**config.mk**
```make
export PLATFORM = sky130hd
export DESIGN_NAME = wdrf_watchdog
export DESIGN_NICKNAME = d
export VERILOG_FILES = /design/src/hw/wdrf_pkg.sv /design/src/hw/wdrf_watchdog.sv /design/src/hw/wdrf_tick_gen.sv
export SDC_FILE = /design/constraint.sdc
export NUM_CORES = 1
export LEC_CHECK = 0
export BUFFER_PORTS_ARGS = -buffer_cell sky130_fd_sc_hd__buf_4
export CORE_MARGIN = 2
export CORE_UTILIZATION = 55
export DETAILED_ROUTE_END_ITERATION = 10
export HOLD_SLACK_MARGIN = 0.12
export PLACE_DENSITY = 0.9
export SLEW_MARGIN = 40
export SYNTH_ARGS = -nofsm -noshare
export SYNTH_HDL_FRONTEND = slang
export SYNTH_SLANG_ARGS = --single-unit
```
**constraint.sdc**
```tcl
create_clock -name clk -period 7 [get_ports clk]
set_input_delay 0.35 -clock clk [delete_from_list [all_inputs] [get_ports clk]]
set_output_delay 0.35 -clock clk [all_outputs]
set_load 0.005 [all_outputs]
```
**src/hw/wdrf_pkg.sv**
```systemverilog
// Constants shared by the watchdog and reset-source status block.
package wdrf_pkg;

	// ****************************************
	// Bus geometry.
	// ****************************************
	localparam int WDRF_ADDR_W = 12;
	localparam int WDRF_DATA_W = 32;

	// ****************************************
	// Register indexes and byte addresses.
	// ****************************************
	localparam logic [7:0] WDRF_CSR_IDX = 8'h21;
	localparam logic [7:0] WDRF_RSS_IDX = 8'h22;
	localparam logic [11:0] WDRF_CSR_ADDR = {2'h0, WDRF_CSR_IDX, 2'h0};
	localparam logic [11:0] WDRF_RSS_ADDR = {2'h0, WDRF_RSS_IDX, 2'h0};

	// ****************************************
	// Field positions of the watchdog control and status register.
	// ****************************************
	localparam int WDRF_IF_BIT = 7;
	localparam int WDRF_IE_BIT = 6;
	localparam int WDRF_P3_BIT = 5;
	localparam int WDRF_CE_BIT = 4;
	localparam int WDRF_EN_BIT = 3;
	localparam int WDRF_P_LO_MSB = 2;

	// ****************************************
	// Field positions of the reset-source status register.
	// ****************************************
	localparam int WDRF_WDR_BIT = 3;
	localparam int WDRF_BOR_BIT = 2;
	localparam int WDRF_PIN_BIT = 1;
	localparam int WDRF_POR_BIT = 0;

	// ****************************************
	// Reset values and limits.
	// ****************************************
	localparam logic [3:0] WDRF_RSS_RESET = 4'h1;
	localparam logic [3:0] WDRF_PSEL_RESET = 4'h0;
	localparam logic [3:0] WDRF_PSEL_MAX = 4'h9;
	localparam logic [2:0] WDRF_CE_CYCLES = 3'h4;

	// ****************************************
	// Timing: system clock and watchdog oscillator.
	// ****************************************
	localparam int WDRF_CLK_KHZ = 40000;
	localparam int WDRF_OSC_KHZ = 128;
	localparam int WDRF_BASE_TICKS = 2048;
	localparam int WDRF_CNT_W = 21;
	localparam int WDRF_ACC_W = 16;

	// ****************************************
	// Watchdog modes.
	// ****************************************
	typedef enum logic [1:0] {
		MODE_STOP,
		MODE_IRQ,
		MODE_RESET,
		MODE_IRQ_RESET
	} wdrf_mode_e;

endpackage

```
**src/hw/wdrf_watchdog.sv**
```systemverilog
// Watchdog timer with reset-source flags behind an APB slave.
//
// Register access over APB was decided locally.
`timescale 1ns/1ps
module wdrf_watchdog
#(
	parameter int WDT_BASE_TICKS = wdrf_pkg::WDRF_BASE_TICKS
)
(
	input wire logic clk,
	input wire logic reset_n,
	input wire logic psel,
	input wire logic penable,
	input wire logic pwrite,
	input wire logic [wdrf_pkg::WDRF_ADDR_W-1:0] paddr,
	input wire logic [wdrf_pkg::WDRF_DATA_W-1:0] pwdata,
	output logic [wdrf_pkg::WDRF_DATA_W-1:0] prdata,
	output logic pready,
	output logic pslverr,
	input wire logic safetyFuse,
	input wire logic globalIrqEnable,
	input wire logic irqVectorTaken,
	input wire logic wdrStrobe,
	input wire logic brownoutReset,
	input wire logic pinReset,
	output logic wdtIrqReq,
	output logic wdtResetPulse,
	output logic wdtRunning
);
	import wdrf_pkg::*;

	logic oscTick;
	logic setupPhase;
	logic accessPhase;
	logic hitCsr;
	logic hitRss;
	logic wrCsr;
	logic wrRss;
	logic level2;
	logic wdeEff;
	logic running;
	logic timeout;
	logic irqAction;
	logic rstAction;
	logic chipReset;
	logic [3:0] selEff;
	logic [WDRF_CNT_W-1:0] limit;
	wdrf_mode_e mode;

	logic wdifR;
	logic wdifNxt;
	logic wdieR;
	logic wdieNxt;
	logic wdceR;
	logic wdceNxt;
	logic wdeR;
	logic wdeNxt;
	logic [2:0] ceCntR;
	logic [2:0] ceCntNxt;
	logic [3:0] pselR;
	logic [3:0] pselNxt;
	logic [3:0] rssR;
	logic [3:0] rssNxt;
	logic [WDRF_CNT_W-1:0] cntR;
	logic [WDRF_CNT_W-1:0] cntNxt;
	logic rstPulseR;
	logic rstPulseNxt;
	logic [WDRF_DATA_W-1:0] prdataR;
	logic [WDRF_DATA_W-1:0] prdataNxt;
	logic [7:0] csrView;

	// ****************************************
	// Oscillator tick.
	// ****************************************
	// oscillator tick enable.
	wdrf_tick_gen #(
		.ACC_W(WDRF_ACC_W),
		.STEP(WDRF_OSC_KHZ),
		.MODULUS(WDRF_CLK_KHZ)
	) u_tick (
		.clk(clk),
		.reset_n(reset_n),
		.tick(oscTick)
	);

	// ****************************************
	// Bus decode.
	// ****************************************
	always_comb
	begin
		hitCsr = 1'b0;
		hitRss = 1'b0;
		if (paddr == WDRF_CSR_ADDR)
		begin
			hitCsr = 1'b1;
		end
		else if (paddr == WDRF_RSS_ADDR)
		begin
			hitRss = 1'b1;
		end
	end

	assign setupPhase = psel & ~penable;
	assign accessPhase = psel & penable;
	assign wrCsr = accessPhase & pwrite & hitCsr;
	assign wrRss = accessPhase & pwrite & hitRss;
	assign pready = 1'b1;
	assign pslverr = accessPhase & ~hitCsr & ~hitRss;

	// ****************************************
	// Mode and time-out.
	// ****************************************
	// fuse picks level.
	assign level2 = safetyFuse;
	assign wdeEff = level2 | wdeR | rssR[WDRF_WDR_BIT];

	always_comb
	begin
		if (wdeEff && wdieR)
		begin
			mode = MODE_IRQ_RESET;
		end
		else if (wdieR)
		begin
			mode = MODE_IRQ;
		end
		else if (wdeEff)
		begin
			mode = MODE_RESET;
		end
		else
		begin
			mode = MODE_STOP;
		end
	end

	assign running = (mode != MODE_STOP);
	assign selEff = (pselR > WDRF_PSEL_MAX) ? WDRF_PSEL_MAX : pselR;
	assign limit = WDRF_CNT_W'(WDT_BASE_TICKS) << selEff;
	assign timeout = running & oscTick & (cntR == limit - WDRF_CNT_W'(1));
	assign irqAction = timeout & (mode == MODE_IRQ || mode == MODE_IRQ_RESET);
	assign rstAction = timeout & (mode == MODE_RESET);
	assign chipReset = brownoutReset | pinReset | rstPulseR;

	// ****************************************
	// Next state of registers and counter.
	// ****************************************
	always_comb
	begin
		wdifNxt = wdifR;
		wdieNxt = wdieR;
		wdceNxt = wdceR;
		wdeNxt = wdeR;
		ceCntNxt = ceCntR;
		pselNxt = pselR;
		rssNxt = rssR;
		cntNxt = cntR;
		rstPulseNxt = rstAction;
		if (chipReset)
		begin
			wdifNxt = 1'b0;
			wdieNxt = 1'b0;
			wdceNxt = 1'b0;
			wdeNxt = 1'b0;
			ceCntNxt = '0;
			pselNxt = WDRF_PSEL_RESET;
		end
		else
		begin
			if (wdceR)
			begin
				ceCntNxt = ceCntR - 3'h1;
				if (ceCntR == 3'h1)
				begin
					wdceNxt = 1'b0;
				end
			end
			if (wrCsr)
			begin
				if (pwdata[WDRF_CE_BIT] && pwdata[WDRF_EN_BIT])
				begin
					wdceNxt = 1'b1;
					ceCntNxt = WDRF_CE_CYCLES;
				end
				if (pwdata[WDRF_EN_BIT])
				begin
					wdeNxt = 1'b1;
				end
				else if (wdceR && !level2)
				begin
					wdeNxt = 1'b0;
				end
				wdieNxt = pwdata[WDRF_IE_BIT];
				if (wdceR)
				begin
					pselNxt = {pwdata[WDRF_P3_BIT], pwdata[WDRF_P_LO_MSB:0]};
				end
				if (pwdata[WDRF_IF_BIT])
				begin
					wdifNxt = 1'b0;
				end
			end
			if (irqVectorTaken)
			begin
				wdifNxt = 1'b0;
			end
			if (irqAction)
			begin
				wdifNxt = 1'b1;
				if (wdeEff)
				begin
					wdieNxt = 1'b0;
				end
			end
		end
		if (wrRss)
		begin
			rssNxt = rssR & pwdata[3:0];
		end
		if (rstAction)
		begin
			rssNxt[WDRF_WDR_BIT] = 1'b1;
		end
		if (brownoutReset)
		begin
			rssNxt[WDRF_BOR_BIT] = 1'b1;
		end
		if (pinReset)
		begin
			rssNxt[WDRF_PIN_BIT] = 1'b1;
		end
		if (rssNxt[WDRF_WDR_BIT])
		begin
			wdeNxt = 1'b1;
		end
		if (!running || wdrStrobe || chipReset || timeout)
		begin
			cntNxt = '0;
		end
		else if (oscTick)
		begin
			cntNxt = cntR + WDRF_CNT_W'(1);
		end
	end

	// ****************************************
	// Read data.
	// ****************************************
	assign csrView = {wdifR, wdieR, pselR[3], wdceR, wdeEff, pselR[2:0]};

	always_comb
	begin
		prdataNxt = prdataR;
		if (setupPhase)
		begin
			if (hitCsr)
			begin
				prdataNxt = {24'h0, csrView};
			end
			else if (hitRss)
			begin
				prdataNxt = {28'h0, rssR};
			end
			else
			begin
				prdataNxt = '0;
			end
		end
	end

	always_ff @(posedge clk)
	begin
		if (!reset_n)
		begin
			wdifR <= 1'b0;
			wdieR <= 1'b0;
			wdceR <= 1'b0;
			wdeR <= 1'b0;
			ceCntR <= '0;
			pselR <= WDRF_PSEL_RESET;
			rssR <= WDRF_RSS_RESET;
			cntR <= '0;
			rstPulseR <= 1'b0;
			prdataR <= '0;
		end
		else
		begin
			wdifR <= wdifNxt;
			wdieR <= wdieNxt;
			wdceR <= wdceNxt;
			wdeR <= wdeNxt;
			ceCntR <= ceCntNxt;
			pselR <= pselNxt;
			rssR <= rssNxt;
			cntR <= cntNxt;
			rstPulseR <= rstPulseNxt;
			prdataR <= prdataNxt;
		end
	end

	// ****************************************
	// Outputs.
	// ****************************************
	assign prdata = prdataR;
	assign wdtIrqReq = globalIrqEnable & wdieR & wdifR;
	assign wdtResetPulse = rstPulseR;
	assign wdtRunning = running;
endmodule

```
**src/hw/wdrf_tick_gen.sv**
```systemverilog
// Fractional divider that makes the watchdog oscillator tick enable.
`timescale 1ns/1ps
module wdrf_tick_gen
#(
	parameter int ACC_W = 16,
	parameter int STEP = 128,
	parameter int MODULUS = 40000
)
(
	input wire logic clk,
	input wire logic reset_n,
	output logic tick
);
	logic [ACC_W-1:0] acc_r;
	logic [ACC_W-1:0] acc_nxt;
	logic tick_r;
	logic tick_nxt;
	logic [ACC_W:0] sum;

	// ****************************************
	// Adds the step each cycle and wraps at the modulus.
	// ****************************************
	always_comb
	begin
		sum = {1'b0, acc_r} + (ACC_W+1)'(STEP);
		if (sum >= (ACC_W+1)'(MODULUS))
		begin
			acc_nxt = ACC_W'(sum - (ACC_W+1)'(MODULUS));
			tick_nxt = 1'b1;
		end
		else
		begin
			acc_nxt = sum[ACC_W-1:0];
			tick_nxt = 1'b0;
		end
	end

	always_ff @(posedge clk)
	begin
		if (!reset_n)
		begin
			acc_r <= '0;
			tick_r <= 1'b0;
		end
		else
		begin
			acc_r <= acc_nxt;
			tick_r <= tick_nxt;
		end
	end

	assign tick = tick_r;
endmodule

```
# ---- Word level (Yosys, flattened, before mapping)
# Index checks and enable logic that the tools add are counted.
dict set report word_totals {
  reg_bits 86
  out_inout_bits 37
  word_cells 107
}
dict set report classes {
  addsub 5
  order_cmp 2
  eq_ne 7
  n_shift 1
  mux 34
  bitwise 22
  n_reduce_logical 21
}
# operator n
set op_table {}
lappend op_table {{$eq 12x8->1 const B} 2}
lappend op_table {{$mux 1} 23}
lappend op_table {{$add 21x1->21 const B} 1}
lappend op_table {{$eq 21x21->1} 1}
lappend op_table {{$shl 12x4->21 const A} 1}
lappend op_table {{$sub 21x1->21 const B} 1}
lappend op_table {{$add 16x8->17 const B} 1}
lappend op_table {{$ge 17x16->1 const B} 1}
lappend op_table {{$mux 16} 1}
lappend op_table {{$sub 16x16->16 const B} 1}
lappend op_table {{$and 1x1->1} 13}
lappend op_table {{$mux 4} 3}
lappend op_table {{$mux 3} 3}
lappend op_table {{$reduce_bool 3->1} 3}
lappend op_table {{$mux 8} 1}
lappend op_table {{$mux 2} 3}
lappend op_table {{$reduce_and 2->1} 3}
lappend op_table {{$reduce_bool 2->1} 3}
lappend op_table {{$and 4x4->4} 1}
lappend op_table {{$eq 2x2->1 const B} 2}
lappend op_table {{$gt 4x4->1 const B} 1}
lappend op_table {{$logic_or 1x1->1} 4}
lappend op_table {{$not 1->1} 4}
lappend op_table {{$or 1x1->1} 4}
lappend op_table {{other kinds (7)} 11}

# ---- Longest topological paths before layout
dict set report depth {
  word_depth 12
  depth_mapped 11
  ltp_nobuf 9
}

# ---- Cells and area by module
# From an unflattened synthesis, not the netlist that was laid out.
dict set report hier_totals {
  hier_cells 446
  area_unflattened_um2 3836.2
}
# mod instances cells_each area_per_inst_um2 seq_area_each_um2
set modules_own_cells {}
lappend modules_own_cells {wdrf_watchdog 1 320 2783.9 900.9}
lappend modules_own_cells {wdrf_tick_gen 1 126 1052.3 220.2}

# ---- Least setup slack after synthesis
# Ideal clock, no wire load.
dict set report synth_path {
  path_type {register to register}
  start {reg pselR[2]}
  end {reg cntR[0]}
  t_arrival_ps 2181
  required_ps 6885
  setup_slack_ps 4705
  stages_incl_launch_ff 12
  path_buffers 2
  cell_sequence {dfxtp_1 -> buf_4 -> nor2_1 -> nand3b_1 -> ha_1 -> xnor2_1 -> a211o_1 -> nor4_2 -> o2111ai_2 -> nand3_1 -> buf_4 -> nor2_1}
}
dict set report synth_via {
  elab_chain_len 8
}
# element line
set synth_lines {}
lappend synth_lines {{from (decl)} wdrf_watchdog.sv:60} ;# logic [3:0] pselR;
lappend synth_lines {{from (signal assigned)} wdrf_watchdog.sv:293} ;# pselR <= pselNxt;
lappend synth_lines {{$gt 4x4->1} wdrf_watchdog.sv:138} ;# assign selEff = (pselR > WDRF_PSEL_MAX) ? WDRF_PSEL_MAX : pselR;
lappend synth_lines {{$mux 4 *} wdrf_watchdog.sv:138}
lappend synth_lines {{$shl 12x4->21 *} wdrf_watchdog.sv:139} ;# assign limit = WDRF_CNT_W'(WDT_BASE_TICKS) << selEff;
lappend synth_lines {{$sub 21x1->21 *} wdrf_watchdog.sv:140} ;# assign timeout = running & oscTick & (cntR == limit - WDRF_CNT_W'(1));
lappend synth_lines {{$eq 21x21->1 *} wdrf_watchdog.sv:140}
lappend synth_lines {{$and 1x1->1 *} wdrf_watchdog.sv:140}
lappend synth_lines {{$logic_or 1x1->1 *} wdrf_watchdog.sv:236} ;# if (!running || wdrStrobe || chipReset || timeout)
lappend synth_lines {{$reduce_or 2->1 (no source line) *} n/a}
lappend synth_lines {{to (signal assigned)} wdrf_watchdog.sv:295} ;# cntR <= cntNxt;
lappend synth_lines {{to (decl)} wdrf_watchdog.sv:64} ;# logic [WDRF_CNT_W-1:0] cntR;
# Every way passes the cells marked *; elsewhere a longest branch is shown, timed or not.
# A chain may end at the register's enable or synchronous reset.

# ---- Worst setup path in the final report
dict set report layout_path {
  start {reg pselR[2]}
  end {reg cntR[6]}
}
# Same word-level chain as after synthesis.

==> results_tabular.tex <==
\begin{tabular}{lr}
\hline
Metric & Value \\
\hline
\multicolumn{2}{l}{\textbf{Cells and area}} \\
\quad Final core occ & between 60\% and 70\% \\
\quad Ratio of cells with drive above 1 in the final layout & $\sim$15\% \\
\quad Number of nets in the finished design & a little under 500 \\
\quad P\&R area growth vs syn & 10.4\% \\
\quad Ant diodes & 0 \\
\multicolumn{2}{l}{\textbf{Synthesis}} \\
\quad Number of warnings issued by yosys & 0 \\
\quad Main combinational cell family by area after synthesis & simple AND/OR/NAND/NOR gates \\
\quad Top-area cell type share of the netlist area & 34.0\% \\
\quad Post-Syn Instances & 400 \\
\quad Synth Area per Inst & approximately 8 µm² \\
\quad Number of enable flip-flop cells after synthesis & 0 \\
\quad Post-synthesis share of cell area spent on and, or, nand and nor gates & roughly 28\% \\
\quad Cell Area, Synth & approximately 3300 µm² \\
\quad Fraction of synthesized cell area in xor and xnor cells & around 9\% \\
\quad Mux contribution to synthesized area & 1.56\% \\
\quad Unique cell type count in the Yosys netlist & 62 \\
\quad Sequential cell area fraction in the yosys report & about a third \\
\quad Ranking of synthesized cells by instance count & sky130\_fd\_sc\_hd\_\_dfxtp\_1, sky130\_fd\_sc\_hd\_\_nor2\_1, sky130\_fd\_sc\_hd\_\_nand2\_1 \\
\quad Synth Area in Adders & under 10\% \\
\quad Synth area leaders & sky130\_fd\_sc\_hd\_\_dfxtp\_1, sky130\_fd\_sc\_hd\_\_buf\_4, sky130\_fd\_sc\_hd\_\_nor2\_1 \\
\quad Async set or reset register ratio after synthesis & 0\% \\
\quad Most area-hungry cell type in the Yosys netlist & sky130\_fd\_sc\_hd\_\_dfxtp\_1 \\
\quad Count leader, synth & sky130\_fd\_sc\_hd\_\_dfxtp\_1 \\
\quad Area fraction in compound gates after synthesis & between 10\% and 20\% \\
\quad Flip-flop and latch count after synthesis & 56 \\
\quad Most common flop cell mapped by yosys & sky130\_fd\_sc\_hd\_\_dfxtp\_1 \\
\multicolumn{2}{l}{\textbf{Critical path}} \\
\quad Crit path arrival time & about 3.2 ns \\
\quad Worst Setup Start Kind & flop \\
\quad Required arrival time at the worst endpoint & just over 7 ns \\
\quad Largest driver fanout on the critical path & 21 \\
\quad Type of the setup path with the least slack & reg -> reg \\
\quad Critical Path Sink Type & flop \\
\multicolumn{2}{l}{\textbf{Timing}} \\
\quad Final number of max-transition violations & 0 \\
\quad Worst hold slack across all endpoints & about 0.29 ns \\
\quad Post-layout worst setup margin & approximately 4.0 ns \\
\quad Achievable clock frequency & 331 MHz \\
\quad Worst slew pin tran & $\sim$0.77 ns \\
\quad Total setup violations reported at the end of the flow & 0 \\
\quad Post-route clock skew & between 0.01 and 0.015 ns \\
\quad RSZ-0062 raised after global routing & false \\
\quad Hold Vio Cnt, Final & 0 \\
\quad Sum of negative setup slack & 0 ns \\
\quad Final critical-path required period & 3.02 ns \\
\quad Part of the cycle the worst path needs & approximately 43\% \\
\quad Headroom to the max-slew limit & 48.6\% \\
\multicolumn{2}{l}{\textbf{Pwr}} \\
\quad Maximum VDD drop & approximately 0.13 mV \\
\quad Leakage Power & roughly 1.3 nW \\
\quad Power per unit of standard cell area & between 150 and 200 nW/µm² \\
\multicolumn{2}{l}{\textbf{Route}} \\
\quad DR vias/cell & about 5.6 \\
\quad Count of vias placed by the detailed router & 2,828 \\
\quad Number of DRC markers in iteration 0 & about 200 \\
\quad Routed wire length & slightly below 7 mm \\
\quad DRC Markers & 0 \\
\quad Count of nets left with antenna violations after detail routing & 0 \\
\quad Per-cell routed wire length & around 13 µm \\
\quad 1st-pass router iterations & 4 \\
\multicolumn{2}{l}{\textbf{Floorplan}} \\
\quad Chip height & a little over 80 µm \\
\quad Boundary pin count & 92 \\
\quad Effective utilization at floorplan & a little under three fifths \\
\quad Core box area & 5850 µm² \\
\quad Die ar. & around 6600 µm² \\
\quad FP Rows & 28 \\
\quad Die Width & approximately 81 µm \\
\multicolumn{2}{l}{\textbf{Place}} \\
\quad Placer congestion estimate & roughly 0.92 \\
\quad Total half-perimeter wirelength after legalization and detailed placement & about 5.1 mm \\
\quad I/O Buffers & 42 \\
\quad Worst slack at placement & between 4 and 5 ns \\
\multicolumn{2}{l}{\textbf{Global routing}} \\
\quad Maximum number of pins on one net before global-route repair & 22 \\
\quad Final global-route overflow total & 0 \\
\quad Number of antenna violations at the first check in global routing & 0 \\
\quad Total routing usage reported by global routing & a little over a fifth \\
\quad Number of global-route vias before repair & 2,509 \\
\quad Wire length of the first global-routing pass & around 11 mm \\
\multicolumn{2}{l}{\textbf{Clock tree}} \\
\quad Clock tree from TritonCTS & done \\
\quad Worst-skew pair later-pin latency & $\sim$0.31 ns \\
\quad CTS clk-pin slew, worst paths & roughly 0.1 ns \\
\quad TritonCTS buffer count & 5 \\
\quad Hold bufs inserted after CTS & 0 \\
\quad Post CTS Setup Buffer Count & 0 \\
\quad Post-CTS sizing & 0 \\
\quad Clock sinks & 56 \\
\quad Number of buffers on the longest clock path & 2 \\
\quad Level count of the clock H-tree & 2 \\
\quad Clock root buffer & sky130\_fd\_sc\_hd\_\_clkbuf\_8 \\
\multicolumn{2}{l}{\textbf{Status}} \\
\quad Run status & complete, no violations \\
\multicolumn{2}{l}{\textbf{Min path}} \\
\quad Type of the worst min-delay path & in -> reg \\
\multicolumn{2}{l}{\textbf{Flow run}} \\
\quad Max-cap violations & 0 \\
\hline
\end{tabular}
-- stage by stage --
stage	std cells	instance area (µm²)	power (mW)
floorplan	423	3380	0.380
global placement	497	3510	0.390
detailed placement	497	3510	0.392
CTS	504	3640	0.630
global route	504	3640	0.651
finish	504	3640	0.626
-- worst max-delay path, stage by stage, from the launching register on --
cell and delay [ns]:
sky130_fd_sc_hd__dfxtp_1 0.63, sky130_fd_sc_hd__nor2_1 0.15, sky130_fd_sc_hd__nand3b_1 0.12, sky130_fd_sc_hd__ha_1 0.25
sky130_fd_sc_hd__xnor2_1 0.13, sky130_fd_sc_hd__a211o_1 0.24, sky130_fd_sc_hd__nor4_2 0.35, sky130_fd_sc_hd__o2111ai_2 0.22
sky130_fd_sc_hd__nand3_1 0.63, sky130_fd_sc_hd__nor2_1 0.13
-- sequential cells by signal (all words and copies together) (netlist names) --
register	count
wdceR	1
prdata	8
u_tick.tick	1
cntR	21
wdtResetPulse	1
wdeR	1
u_tick.acc_r	10
wdieR	1
pselR	4
wdifR	1
rssR	4
ceCntR	3
-- layout make-up --
class	count	area [µm²]
clock buffers	5	68.8
clock inverters	2	60.1
fillers	507	2210
inverters	12	45.0
multi-input cells	312	1930
flip-flops and latches	56	1120
well taps	75	93.8
repair buffers	42	315
-- report_power, final --
part           switching (mW)  internal [mW]
sequential            0.00739          0.323
clock                  0.0996          0.141
combinational          0.0275         0.0270
-- cells in the final DEF (no fill, tap or decap), types with 3 or more instances in the layout --
cell                       synthesis  layout
sky130_fd_sc_hd__a21oi_1          18      18
sky130_fd_sc_hd__a221oi_1          3       3
sky130_fd_sc_hd__and3_1            9       9
sky130_fd_sc_hd__buf_4            28      42
sky130_fd_sc_hd__clkbuf_8          0       5
sky130_fd_sc_hd__conb_1            2      25
sky130_fd_sc_hd__dfxtp_1          56      56
sky130_fd_sc_hd__ha_1              8       8
sky130_fd_sc_hd__inv_1            12      12
sky130_fd_sc_hd__mux2i_1           4       4
sky130_fd_sc_hd__nand2_1          32      32
sky130_fd_sc_hd__nand2b_1          5       5
sky130_fd_sc_hd__nand3_1          27      27
sky130_fd_sc_hd__nand3b_1          9       9
sky130_fd_sc_hd__nand4_1           7       7
sky130_fd_sc_hd__nor2_1           44      44
sky130_fd_sc_hd__nor3_1           15      15
sky130_fd_sc_hd__nor4_1            3       3
sky130_fd_sc_hd__o211ai_1          5       5
sky130_fd_sc_hd__o21a_1            5       5
sky130_fd_sc_hd__o21ai_0          12      12
sky130_fd_sc_hd__or3_1             6       6
sky130_fd_sc_hd__xnor2_1          15      15
sky130_fd_sc_hd__xor2_1           18      18
-- logic make-up after synthesis --
logic type,count (synthesis)
compound gates,65
xor+xnor,33
fa+ha+maj,8
buf+inv,55
flops,56
mux,5
other cells,2
simple gates,176
-- metal layers --
metal / share of wire, % / track usage, % / vias to the layer above
met4: 2.0 / 6.95 / 0
li1: - / - / 1399
met1: 42 / 25.8 / 1312
met5: 0 / 0 / -
met2: 50 / 36.5 / 99
met3: 5.5 / 3.78 / 18
-- final timing paths --
kind | slack, ns | cells after the start | startpoint | to
max | 3.98 | 9 | pselR[2] | cntR[6]
min | 0.29 | 3 | pwdata[5] | pselR[3]
max reg2reg | 3.98 | 9 | pselR[2] | cntR[6]
min reg2reg | 0.46 | 2 | prdata[5] | prdata[5]
Power figures use the tool's default switching activity.
